`src/design/splu_pkg.sv`:
```
// package: shared constants for the stack pop and pair load unit
package splu_pkg;
  // instruction field positions (bit 31 is the msb of the word)
  localparam int unsigned OPC_MSB    = 31;
  localparam int unsigned OPC_LSB    = 26;
  localparam int unsigned TGT_MSB    = 25;
  localparam int unsigned TGT_LSB    = 21;
  localparam int unsigned BASE_MSB   = 20;
  localparam int unsigned BASE_LSB   = 16;
  localparam int unsigned IDX_MSB    = 15;
  localparam int unsigned IDX_LSB    = 11;
  localparam int unsigned DISP_MSB   = 15;
  localparam int unsigned DISP_LSB   = 0;
  localparam int unsigned CNT_MSB    = 15;
  localparam int unsigned CNT_LSB    = 3;
  localparam int unsigned XO_MSB     = 10;
  localparam int unsigned XO_LSB     = 1;
  localparam int unsigned SUB_MSB    = 2;
  localparam int unsigned SUB_LSB    = 0;
  // primary and extended opcodes
  localparam logic [5:0] OPC_POP     = 6'h3A;
  localparam logic [2:0] SUB_POP     = 3'h3;
  localparam logic [5:0] OPC_PAIR    = 6'h05;
  localparam logic [5:0] OPC_PAIR_U  = 6'h09;
  localparam logic [5:0] OPC_XFORM   = 6'h1F;
  localparam logic [9:0] XO_PAIR_X   = 10'h011;
  // register numbers and address offsets
  localparam logic [4:0]  REG_ZERO   = 5'h00;
  localparam logic [4:0]  REG_UP_HI  = 5'h1E;
  localparam logic [4:0]  REG_UP_LO  = 5'h1F;
  localparam logic [4:0]  REG_LO_HI  = 5'h1C;
  localparam logic [4:0]  REG_LO_LO  = 5'h1D;
  localparam logic [31:0] OFS_UPPER  = 32'hFFFF_FFF8;
  localparam logic [31:0] OFS_LOWER  = 32'hFFFF_FFF0;
  localparam logic [31:0] OFS_LINK   = 32'h0000_0004;
  localparam logic [12:0] CNT_ONE    = 13'h0001;
  localparam logic [12:0] CNT_TWO    = 13'h0002;
  localparam logic [2:0]  ALIGN_MASK = 3'h7;
  localparam logic [2:0]  ZERO3      = 3'h0;
  localparam logic [3:0]  ACC_WORD   = 4'h4;
  localparam logic [3:0]  ACC_DWORD  = 4'h8;
  // sequencer states
  typedef enum logic [5:0] {
    ST_IDLE  = 6'b000001,
    ST_UPPER = 6'b000010,
    ST_LOWER = 6'b000100,
    ST_LINK  = 6'b001000,
    ST_BASE  = 6'b010000,
    ST_PAIR  = 6'b100000
  } splu_state_e;
endpackage : splu_pkg

```
`src/design/splu_core.sv`:
```
// stack pop and register pair load sequencer of the core load unit
//
// Contract
// - pop address is base plus count times eight
// - new stack pointer goes to fault scratch
// - count above one loads upper pair
// - pair half equal to base is skipped
// - link register loaded from address plus four
// - base register written with address last
// - bad pop forms raise illegal instruction
// - unaligned base raises alignment fault when the pop form is valid
// - synchronous fault leaves target and link untouched
// - fault address recorded in fault scratch
// - only completed reads update registers after fault
// - async events wait until all writes done; held ones are dropped at the update form base write
// - stack pointer never loaded from memory
// - back pointer word is never read
// - displacement pair load from base-or-zero plus disp
// - invalid pair target raises illegal instruction
// - update form writes address back to base
// - update form illegal for zero or overlapping base
// - indexed pair load sums index and base-or-zero
`timescale 1ns/1ps
module splu_core (
  // clock and reset
  input  wire logic        core_clk,
  input  wire logic        reset_n,
  // instruction issue
  input  wire logic        issue_valid,
  output logic             issue_ready,
  input  wire logic [31:0] instr,
  input  wire logic [31:0] base_val,
  input  wire logic [31:0] index_val,
  input  wire logic        prior_store_fault,
  // memory load port
  output logic             mem_req,
  output logic [31:0]      mem_addr,
  output logic [3:0]       mem_size,
  input  wire logic        mem_ack,
  input  wire logic        mem_err,
  input  wire logic [63:0] mem_rdata,
  // register writeback
  output logic             gpr_we,
  output logic [4:0]       gpr_waddr,
  output logic [31:0]      gpr_wdata,
  output logic             gpr_we2,
  output logic [4:0]       gpr_waddr2,
  output logic [31:0]      gpr_wdata2,
  output logic             link_reg_we,
  output logic [31:0]      link_reg_wdata,
  output logic [31:0]      fault_address_scratch_reg,
  // completion and exceptions
  output logic             done,
  output logic             illegal_instr,
  output logic             align_fault,
  output logic             data_fault,
  output logic             busy,
  input  wire logic        async_event,
  output logic             async_take
);
  // decoded fields
  logic [4:0]  target_reg_field;
  logic [4:0]  base_reg_field;
  logic [12:0] doubleword_count_field;
  logic [31:0] disp_ext;
  logic [31:0] cnt_ext;
  logic        is_pop;
  logic        is_pair_d;
  logic        is_pair_u;
  logic        is_pair_x;
  logic        pop_bad;
  logic        pair_bad;
  logic        take;
  // sequencer registers
  splu_pkg::splu_state_e state_q;
  logic [31:0] ea_q;
  logic [4:0]  base_q;
  logic [4:0]  tgt_q;
  logic        upd_q;
  logic        do_lower_q;
  logic        pend_q;
  logic [63:0] rd_hold;
  logic        rd_cap;
  logic        upd_wb_q;

  // valid pair target: an even register number names a pair
  function automatic logic pair_ok(input logic [4:0] r);
    pair_ok = (r[0] == 1'b0);
  endfunction : pair_ok

  // skip a half whose register is the stack pointer base
  function automatic logic keep_half(input logic [4:0] r, input logic [4:0] b);
    keep_half = (r != b);
  endfunction : keep_half

  // field extraction and opcode decode
  always_comb begin
    target_reg_field       = instr[splu_pkg::TGT_MSB:splu_pkg::TGT_LSB];
    base_reg_field         = instr[splu_pkg::BASE_MSB:splu_pkg::BASE_LSB];
    doubleword_count_field = instr[splu_pkg::CNT_MSB:splu_pkg::CNT_LSB];
    disp_ext  = {{16{instr[splu_pkg::DISP_MSB]}}, instr[splu_pkg::DISP_MSB:splu_pkg::DISP_LSB]};
    cnt_ext   = {{16{doubleword_count_field[12]}}, doubleword_count_field,
                 splu_pkg::ZERO3};
    is_pop    = (instr[splu_pkg::OPC_MSB:splu_pkg::OPC_LSB] == splu_pkg::OPC_POP) &&
                (instr[splu_pkg::SUB_MSB:splu_pkg::SUB_LSB] == splu_pkg::SUB_POP);
    is_pair_d = instr[splu_pkg::OPC_MSB:splu_pkg::OPC_LSB] == splu_pkg::OPC_PAIR;
    is_pair_u = instr[splu_pkg::OPC_MSB:splu_pkg::OPC_LSB] == splu_pkg::OPC_PAIR_U;
    is_pair_x = (instr[splu_pkg::OPC_MSB:splu_pkg::OPC_LSB] == splu_pkg::OPC_XFORM) &&
                (instr[splu_pkg::XO_MSB:splu_pkg::XO_LSB] == splu_pkg::XO_PAIR_X);
    // invalid pop forms
    pop_bad   = (base_reg_field == splu_pkg::REG_ZERO) ||
                (target_reg_field != base_reg_field) ||
                doubleword_count_field[12] ||
                (doubleword_count_field[11:0] == '0);
    // invalid pair forms
    pair_bad  = !pair_ok(target_reg_field) ||
                (is_pair_u && ((base_reg_field == splu_pkg::REG_ZERO) ||
                               (base_reg_field == target_reg_field) ||
                               (base_reg_field == 5'(target_reg_field + 5'h01))));
  end

  // a request is taken only while idle
  assign issue_ready = (state_q == splu_pkg::ST_IDLE);
  assign busy        = !issue_ready;
  assign take        = issue_valid && issue_ready && (is_pop || is_pair_d || is_pair_u ||
                                                     is_pair_x);
  assign rd_cap      = mem_req && mem_ack && !mem_err;

  // read data holding register
  splu_rdata_reg #(.WIDTH(64)) u_rdata (
    .core_clk (core_clk),
    .reset_n  (reset_n),
    .load     (rd_cap),
    .wdata    (mem_rdata),
    .rdata    (rd_hold)
  );

  // sequencer: one read per state, base write only at the end
  always_ff @(posedge core_clk) begin
    if (!reset_n) begin
      state_q    <= splu_pkg::ST_IDLE;
      ea_q       <= '0;
      base_q     <= '0;
      tgt_q      <= '0;
      upd_q      <= 1'b0;
      do_lower_q <= 1'b0;
    end else begin
      case (state_q)
        splu_pkg::ST_IDLE: begin
          if (take && is_pop && !pop_bad && !prior_store_fault &&
              ((base_val[2:0] & splu_pkg::ALIGN_MASK) == splu_pkg::ZERO3)) begin
            ea_q       <= base_val + cnt_ext;
            base_q     <= base_reg_field;
            tgt_q      <= target_reg_field;
            do_lower_q <= doubleword_count_field > splu_pkg::CNT_TWO;
            // count of one reads only the link word
            state_q    <= (doubleword_count_field > splu_pkg::CNT_ONE) ?
                          splu_pkg::ST_UPPER : splu_pkg::ST_LINK;
          end else if (take && !is_pop && !pair_bad && !prior_store_fault) begin
            // pair load address forms
            if (is_pair_x) begin
              ea_q <= ((base_reg_field == splu_pkg::REG_ZERO) ? 32'h0 : base_val) +
                      index_val;
            end else if (is_pair_u) begin
              ea_q <= base_val + disp_ext;
            end else begin
              ea_q <= ((base_reg_field == splu_pkg::REG_ZERO) ? 32'h0 : base_val) +
                      disp_ext;
            end
            base_q  <= base_reg_field;
            tgt_q   <= target_reg_field;
            upd_q   <= is_pair_u;
            state_q <= splu_pkg::ST_PAIR;
          end
        end
        // each read state waits for its ack, faults end the pop
        splu_pkg::ST_UPPER: begin
          if (mem_ack) begin
            state_q <= mem_err ? splu_pkg::ST_IDLE :
                       (do_lower_q ? splu_pkg::ST_LOWER : splu_pkg::ST_LINK);
          end
        end
        splu_pkg::ST_LOWER: begin
          if (mem_ack) begin
            state_q <= mem_err ? splu_pkg::ST_IDLE : splu_pkg::ST_LINK;
          end
        end
        splu_pkg::ST_LINK: begin
          if (mem_ack) begin
            state_q <= mem_err ? splu_pkg::ST_IDLE : splu_pkg::ST_BASE;
          end
        end
        splu_pkg::ST_BASE: begin
          state_q <= splu_pkg::ST_IDLE;
        end
        splu_pkg::ST_PAIR: begin
          if (mem_ack) begin
            state_q <= splu_pkg::ST_IDLE;
          end
        end
        default: begin
          state_q <= splu_pkg::ST_IDLE;
        end
      endcase
    end
  end

  // memory request: the back pointer word at the address is never fetched
  always_comb begin
    mem_req  = 1'b0;
    mem_addr = ea_q;
    mem_size = splu_pkg::ACC_DWORD;
    case (state_q)
      splu_pkg::ST_UPPER: begin
        mem_req  = 1'b1;
        mem_addr = ea_q + splu_pkg::OFS_UPPER;
      end
      splu_pkg::ST_LOWER: begin
        mem_req  = 1'b1;
        mem_addr = ea_q + splu_pkg::OFS_LOWER;
      end
      splu_pkg::ST_LINK: begin
        mem_req  = 1'b1;
        mem_addr = ea_q + splu_pkg::OFS_LINK;
        mem_size = splu_pkg::ACC_WORD;
      end
      splu_pkg::ST_PAIR: begin
        mem_req  = 1'b1;
      end
      default: begin
        mem_req  = 1'b0;
      end
    endcase
  end

  // register writeback, issued straight from a good read
  always_comb begin
    gpr_we         = 1'b0;
    gpr_waddr      = splu_pkg::REG_ZERO;
    gpr_wdata      = mem_rdata[63:32];
    gpr_we2        = 1'b0;
    gpr_waddr2     = splu_pkg::REG_ZERO;
    gpr_wdata2     = mem_rdata[31:0];
    link_reg_we    = 1'b0;
    link_reg_wdata = mem_rdata[31:0];
    case (state_q)
      splu_pkg::ST_UPPER: begin
        gpr_we     = rd_cap && keep_half(splu_pkg::REG_UP_HI, base_q);
        gpr_waddr  = splu_pkg::REG_UP_HI;
        gpr_we2    = rd_cap && keep_half(splu_pkg::REG_UP_LO, base_q);
        gpr_waddr2 = splu_pkg::REG_UP_LO;
      end
      splu_pkg::ST_LOWER: begin
        gpr_we     = rd_cap && keep_half(splu_pkg::REG_LO_HI, base_q);
        gpr_waddr  = splu_pkg::REG_LO_HI;
        gpr_we2    = rd_cap && keep_half(splu_pkg::REG_LO_LO, base_q);
        gpr_waddr2 = splu_pkg::REG_LO_LO;
      end
      splu_pkg::ST_LINK: begin
        link_reg_we = rd_cap;
      end
      splu_pkg::ST_BASE: begin
        gpr_we    = 1'b1;
        gpr_waddr = base_q;
        gpr_wdata = ea_q;
      end
      splu_pkg::ST_PAIR: begin
        // a faulted pair read writes nothing
        gpr_we     = rd_cap;
        gpr_waddr  = tgt_q;
        gpr_we2    = rd_cap;
        gpr_waddr2 = 5'(tgt_q + 5'h01);
      end
      default: begin
        // update form base write, one cycle after the pair data
        gpr_we    = upd_wb_q;
        gpr_waddr = base_q;
        gpr_wdata = ea_q;
      end
    endcase
  end

  // pair update form writes the address to the base after the data
  always_ff @(posedge core_clk) begin
    if (!reset_n) begin
      upd_wb_q <= 1'b0;
    end else begin
      upd_wb_q <= (state_q == splu_pkg::ST_PAIR) && rd_cap && upd_q;
    end
  end

  // fault scratch: new stack pointer at start, faulting address on error
  always_ff @(posedge core_clk) begin
    if (!reset_n) begin
      fault_address_scratch_reg <= '0;
    end else if (mem_req && mem_ack && mem_err) begin
      fault_address_scratch_reg <= mem_addr;
    end else if (take && is_pop && !pop_bad) begin
      fault_address_scratch_reg <= base_val + cnt_ext;
    end
  end

  // exception and completion pulses
  always_ff @(posedge core_clk) begin
    if (!reset_n) begin
      illegal_instr <= 1'b0;
      align_fault   <= 1'b0;
      data_fault    <= 1'b0;
      done          <= 1'b0;
    end else begin
      illegal_instr <= take && (is_pop ? pop_bad : pair_bad);
      align_fault   <= take && is_pop && !pop_bad &&
                       ((base_val[2:0] & splu_pkg::ALIGN_MASK) != splu_pkg::ZERO3);
      data_fault    <= (mem_req && mem_ack && mem_err) ||
                       (take && prior_store_fault);
      done          <= (state_q == splu_pkg::ST_BASE) ||
                       ((state_q == splu_pkg::ST_PAIR) && rd_cap && !upd_q) || upd_wb_q;
    end
  end

  // async events held while busy and released in the first idle cycle, which drops them when it carries the update base write
  always_ff @(posedge core_clk) begin
    if (!reset_n) begin
      pend_q <= 1'b0;
    end else if (async_event && busy) begin
      pend_q <= 1'b1;
    end else if (!busy) begin
      pend_q <= 1'b0;
    end
  end
  assign async_take = !busy && !upd_wb_q && (pend_q || async_event);

  // stack pointer write follows the link read by exactly one cycle
  base_last_a: assert property (@(posedge core_clk) disable iff (!reset_n)
    (state_q == splu_pkg::ST_LINK) && rd_cap |=> gpr_we && (gpr_waddr == base_q)
      && (gpr_wdata == ea_q))
    else $error("base write did not follow link read");
  no_sp_load_a: assert property (@(posedge core_clk) disable iff (!reset_n)
    (state_q == splu_pkg::ST_UPPER || state_q == splu_pkg::ST_LOWER) |->
      !(gpr_we && gpr_waddr == base_q) && !(gpr_we2 && gpr_waddr2 == base_q))
    else $error("stack pointer written from memory");
  async_hold_a: assert property (@(posedge core_clk) disable iff (!reset_n)
    busy |-> !async_take)
    else $error("async event taken mid instruction");
  fault_link_a: assert property (@(posedge core_clk) disable iff (!reset_n)
    mem_err |-> !link_reg_we && !gpr_we && !gpr_we2)
    else $error("register written on faulted read");
  fault_addr_a: assert property (@(posedge core_clk) disable iff (!reset_n)
    mem_req && mem_ack && mem_err |=> fault_address_scratch_reg == $past(mem_addr))
    else $error("fault address not captured");
  sp_scratch_a: assert property (@(posedge core_clk) disable iff (!reset_n)
    take && is_pop && !pop_bad |=> fault_address_scratch_reg == $past(base_val) + $past(cnt_ext)
      || data_fault)
    else $error("new stack pointer not in scratch");
  pop_illegal_a: assert property (@(posedge core_clk) disable iff (!reset_n)
    take && is_pop && (doubleword_count_field[11:0] == '0) |=> illegal_instr
      && (state_q == splu_pkg::ST_IDLE))
    else $error("zero count pop not illegal");
  pop_align_a: assert property (@(posedge core_clk) disable iff (!reset_n)
    take && is_pop && !pop_bad && (base_val[2:0] != splu_pkg::ZERO3) |=> align_fault && !busy)
    else $error("unaligned pop not faulted");
  link_addr_a: assert property (@(posedge core_clk) disable iff (!reset_n)
    state_q == splu_pkg::ST_LINK |-> mem_addr == ea_q + splu_pkg::OFS_LINK
      && mem_size == splu_pkg::ACC_WORD)
    else $error("link read at wrong address");
  rd_hold_a: assert property (@(posedge core_clk) disable iff (!reset_n)
    rd_cap |=> rd_hold == $past(mem_rdata))
    else $error("read data not held");
endmodule : splu_core

```
`src/design/splu_rdata_reg.sv`:
```
// one-entry holding register for the memory read data
`timescale 1ns/1ps
module splu_rdata_reg #(
  parameter int unsigned WIDTH = 64
) (
  // clock and reset
  input  wire logic             core_clk,
  input  wire logic             reset_n,
  // capture side
  input  wire logic             load,
  input  wire logic [WIDTH-1:0] wdata,
  // held value
  output logic      [WIDTH-1:0] rdata
);
  // capture on load, clear on reset
  always_ff @(posedge core_clk) begin
    if (!reset_n) begin
      rdata <= '0;
    end else if (load) begin
      rdata <= wdata;
    end
  end
endmodule : splu_rdata_reg

```
`config.mk`:
```
export PLATFORM = sky130hd
export DESIGN_NAME = splu_core
export DESIGN_NICKNAME = d
export VERILOG_FILES = /design/src/design/splu_pkg.sv /design/src/design/splu_core.sv /design/src/design/splu_rdata_reg.sv
export SDC_FILE = /design/constraint.sdc
export NUM_CORES = 1
export LEC_CHECK = 0
export ABC_AREA = 1
export BUFFER_PORTS_ARGS = -buffer_cell sky130_fd_sc_hd__buf_4
export CAP_MARGIN = 5
export CORE_MARGIN = 5
export CORE_UTILIZATION = 51
export CTS_BUF_LIST = sky130_fd_sc_hd__clkbuf_2
export DETAILED_ROUTE_END_ITERATION = 6
export PLACE_DENSITY = 0.85
export RECOVER_POWER = 100
export SLEW_MARGIN = 25
export SYNTH_ARGS = -nofsm -noshare
export SYNTH_HDL_FRONTEND = slang
export SYNTH_SLANG_ARGS = --single-unit
```
`constraint.sdc`:
```
create_clock -name core_clk -period 3.1 [get_ports core_clk]
set_input_delay 0.31 -clock core_clk [delete_from_list [all_inputs] [get_ports core_clk]]
set_output_delay 0.31 -clock core_clk [all_outputs]
set_load 0.05 [all_outputs]
```
==> key figures <==
Finish
  – Final net count: 3148
  – Layout cell share with drive strength beyond 1: 22.8%
  – Final Util: 67.0%
  – Layout overhead on the synthesized area: 29.3%
  – Non-filler instance count after layout: 3233
  – FILL cells: 2494

Run status
  – Failing checks: setup timing
  – Outcome: finished with violations

Synthesis
  – Number of synthesized flops with an enable pin: 0
  – Top cells by area, synth: nand2_1, dfxtp_1, inv_1
  – Cell taking the most area after synthesis: nand2_1
  – Asr flop ratio synth: 0%
  – Post-synth top area share: 17.8%
  – Top_reg_cell synth: dfxtp_1
  – Sequential cell area fraction in the yosys report: 12.7%
  – Post-Synthesis Cells: 2537
  – Mean area per synthesized cell: 5.48 µm²
  – Synthesized area: around 14000 µm²
  – Netlist cell types: 57
  – Synthesized flop and latch total: 88
  – Yosys warns: 0

STA
  – Rel. slew slack: 52.2%
  – Worst slew pin tran: 0.710 ns
  – Tcrit/Tclk final: 105%
  – Setup TNS: -0.512 ns
  – Setup ws final: -0.143 ns
  – Clock Skews: 0.0352 ns
  – Unrepaired setup endpoints after global routing: true
  – Final hold violations: 0
  – Final setup viols: 8
  – Final slew viol count: 0
  – WHS: 0.0732 ns
  – Max Clk Rate: roughly 310 MHz
  – Clock period minus worst slack: about 3.2 ns

Clock network
  – Clock Pin Slew Worst Setup and Hold Paths: 0.33 ns
  – Clock Path Buffers: 2
  – Clk Latency, worst-skew pair: 0.59 ns
  – CTS H-tree depth: 3
  – Clk sinks: slightly below 90
  – CTS tree: done
  – Clock root buffer master: clkbuf_2
  – Num CTS Buffers: 9

Routing
  – Number of vias per cell: 6.01
  – Wire length per cell: 20.4 µm
  – Vias: 19419
  – TritonRoute pass-1 iters: 7
  – Iter 0 DRT Violations: around 2600
  – # DRC: 0
  – Total Wirelength: 65900 µm
  – Antenna Nets Post-Route: 0

Placed design
  – DP Cell Count: 3167
  – Final GP Congestion: about 1.0
  – Detailed Place HPWL: 52000 µm
  – I/O Buffers: 253
  – Worst Setup Slack post-DPL: -0.202 ns

Critical path
  – Worst EP arrival: 2.93 ns
  – CP Class: reg2out
  – CP Launch Type: register
  – Crit Path Max Fanout: 23
  – FF-to-FF Start: state_q[2]
  – Crit end category: output port
  – FF-to-FF path depth: 21
  – WP data required: 2.79 ns
  – Internal reg-to-reg setup slack: -0.04 ns
  – Worst r2r dst: fault_address_scratch_reg[24]

Global routing
  – GRT Total Usage: 39.3%
  – Largest net degree at the start of global routing: 54
  – Total gr overflow: 0
  – Initial antenna violation count: 2
  – Number of global-route vias before repair: 18134
  – First-pass GRT wire length: 96500 µm

Die
  – Top Ports: 352
  – Row cnt: 60
  – Die height: 175 µm
  – Chip width: 175 µm
  – Starting Density: 51.8%
  – Die area: 30700 µm²
  – Core area: around 27000 µm²

Power
  – PwrDens: ~250 nW/µm²
  – Peak VDD IR: 204 µV
  – Pleak: 9.52 nW

Min path
  – Hold Path Class: in2reg
  – Worst hold stages: 3
  – Hold Path Sink: tgt_q[2]
  – Hold Path Origin: instr[23]

Run
  – Max-Cap Viols: 0
[cells by family (layout without fill, tap and decap cells)]
family | Yosys count | in the layout | share of synthesized area [%]
XOR/XNOR | 46 | 46 | 2.90
AND/OR/NAND/NOR | 1289 | 1289 | 39.4
adder cells (fa/ha/maj) | 94 | 94 | 8.62
AO/OA/AOI/OAI | 510 | 510 | 20.5
other | 1 | 3 | 0.0270
buffers and inverters | 509 | 862 | 15.9
flip-flops | 88 | 88 | 12.7
[critical path, stage by stage, from the launching register on]
cell	delay (ns)
dfxtp_4	0.44
nor2_2	0.22
nand4_1	0.24
nand2_2	0.15
nor2_2	0.07
buf_4	0.25
nor2_1	0.37
o211ai_1	0.17
a21oi_1	0.18
a21oi_2	0.08
buf_6	0.16
[Yosys cell counts (17+ instances only)]
master	count
buf_4	72
inv_1	350
nor3_1	47
nand4_1	46
xnor2_1	17
dfxtp_1	88
nand3_1	187
a21oi_1	200
clkbuf_1	46
o211ai_1	22
nand2_1	659
o21ai_0	167
xor2_1	29
o21ai_1	27
nor2_1	291
ha_1	91
[area by class of cell]
cell class	instances	area (µm²)	share of cell area, %
clock buffers	9	45.0	0.250
repair buffers	477	3730	20.7
flip-flops and latches	88	1810	10.1
diodes	1	2.50	0.0139
well taps	341	427	2.37
clock inverters	6	75.1	0.417
inverters	370	1410	7.84
multi-input cells	1941	10500	58.3
[power breakdown]
part           switching [mW]  total (mW)  leakage (nW)  internal, mW
registers              0.0234        1.17         0.721          1.15
clock network           0.514       0.713        0.0713         0.198
logic                    1.70        2.69          8.73         0.988
[placed cells by master (no fill, tap or decap), types with 41 or more instances in the layout]
| cell | n |
|---|---|
| a21oi_1 | 198 |
| buf_4 | 447 |
| dfxtp_1 | 67 |
| ha_1 | 86 |
| inv_1 | 335 |
| nand2_1 | 643 |
| nand3_1 | 178 |
| nand4_1 | 46 |
| nor2_1 | 268 |
| nor3_1 | 41 |
| o21ai_0 | 149 |
[timing repair]
action	CTS	global route
buffers inserted	22	21
pin swaps	12	37
hold endpoints to repair	7	0
hold buffers	7	0
resized for setup	87	120
endpoints found under the setup margin	60	48
gates cloned	0	0
[how the worst max path moves through the flow]
| stage | start | end | slack, ns | depth (start not counted) |
|---|---|---|---|---|
| 2_1_floorplan | state_q[4] | gpr_waddr[0] | -0.25 | 10 |
| 3_3_place_gp | instr[20] | ea_q[31] | -0.09 | 21 |
| 3_5_place_dp | instr[20] | ea_q[30] | -0.20 | 21 |
| 4_1_cts | ea_q[4] | mem_addr[23] | -0.04 | 14 |
| 5_1_grt | state_q[2] | mem_addr[23] | -0.21 | 10 |
| 6_report | state_q[2] | mem_addr[23] | -0.14 | 10 |
[metrics by stage]
step	power (mW)	instance area, µm²
after CTS	4.43	17400
after detailed placement	3.70	16800
after floorplan	2.90	13900
final	4.58	18000
after global placement	3.66	16800
after global routing	4.80	18000
[per-layer routing]
metal / global-route usage [%] / share of wire, % / routed length, µm
met5: 0 / 0.020 / 13
met4: 24.2 / 8.4 / 5500
met3: 5.52 / 9.8 / 6480
met2: 68.0 / 45 / 29900
met1: 45.8 / 37 / 24100
Note: power is estimated with default switching activity, not from simulation.
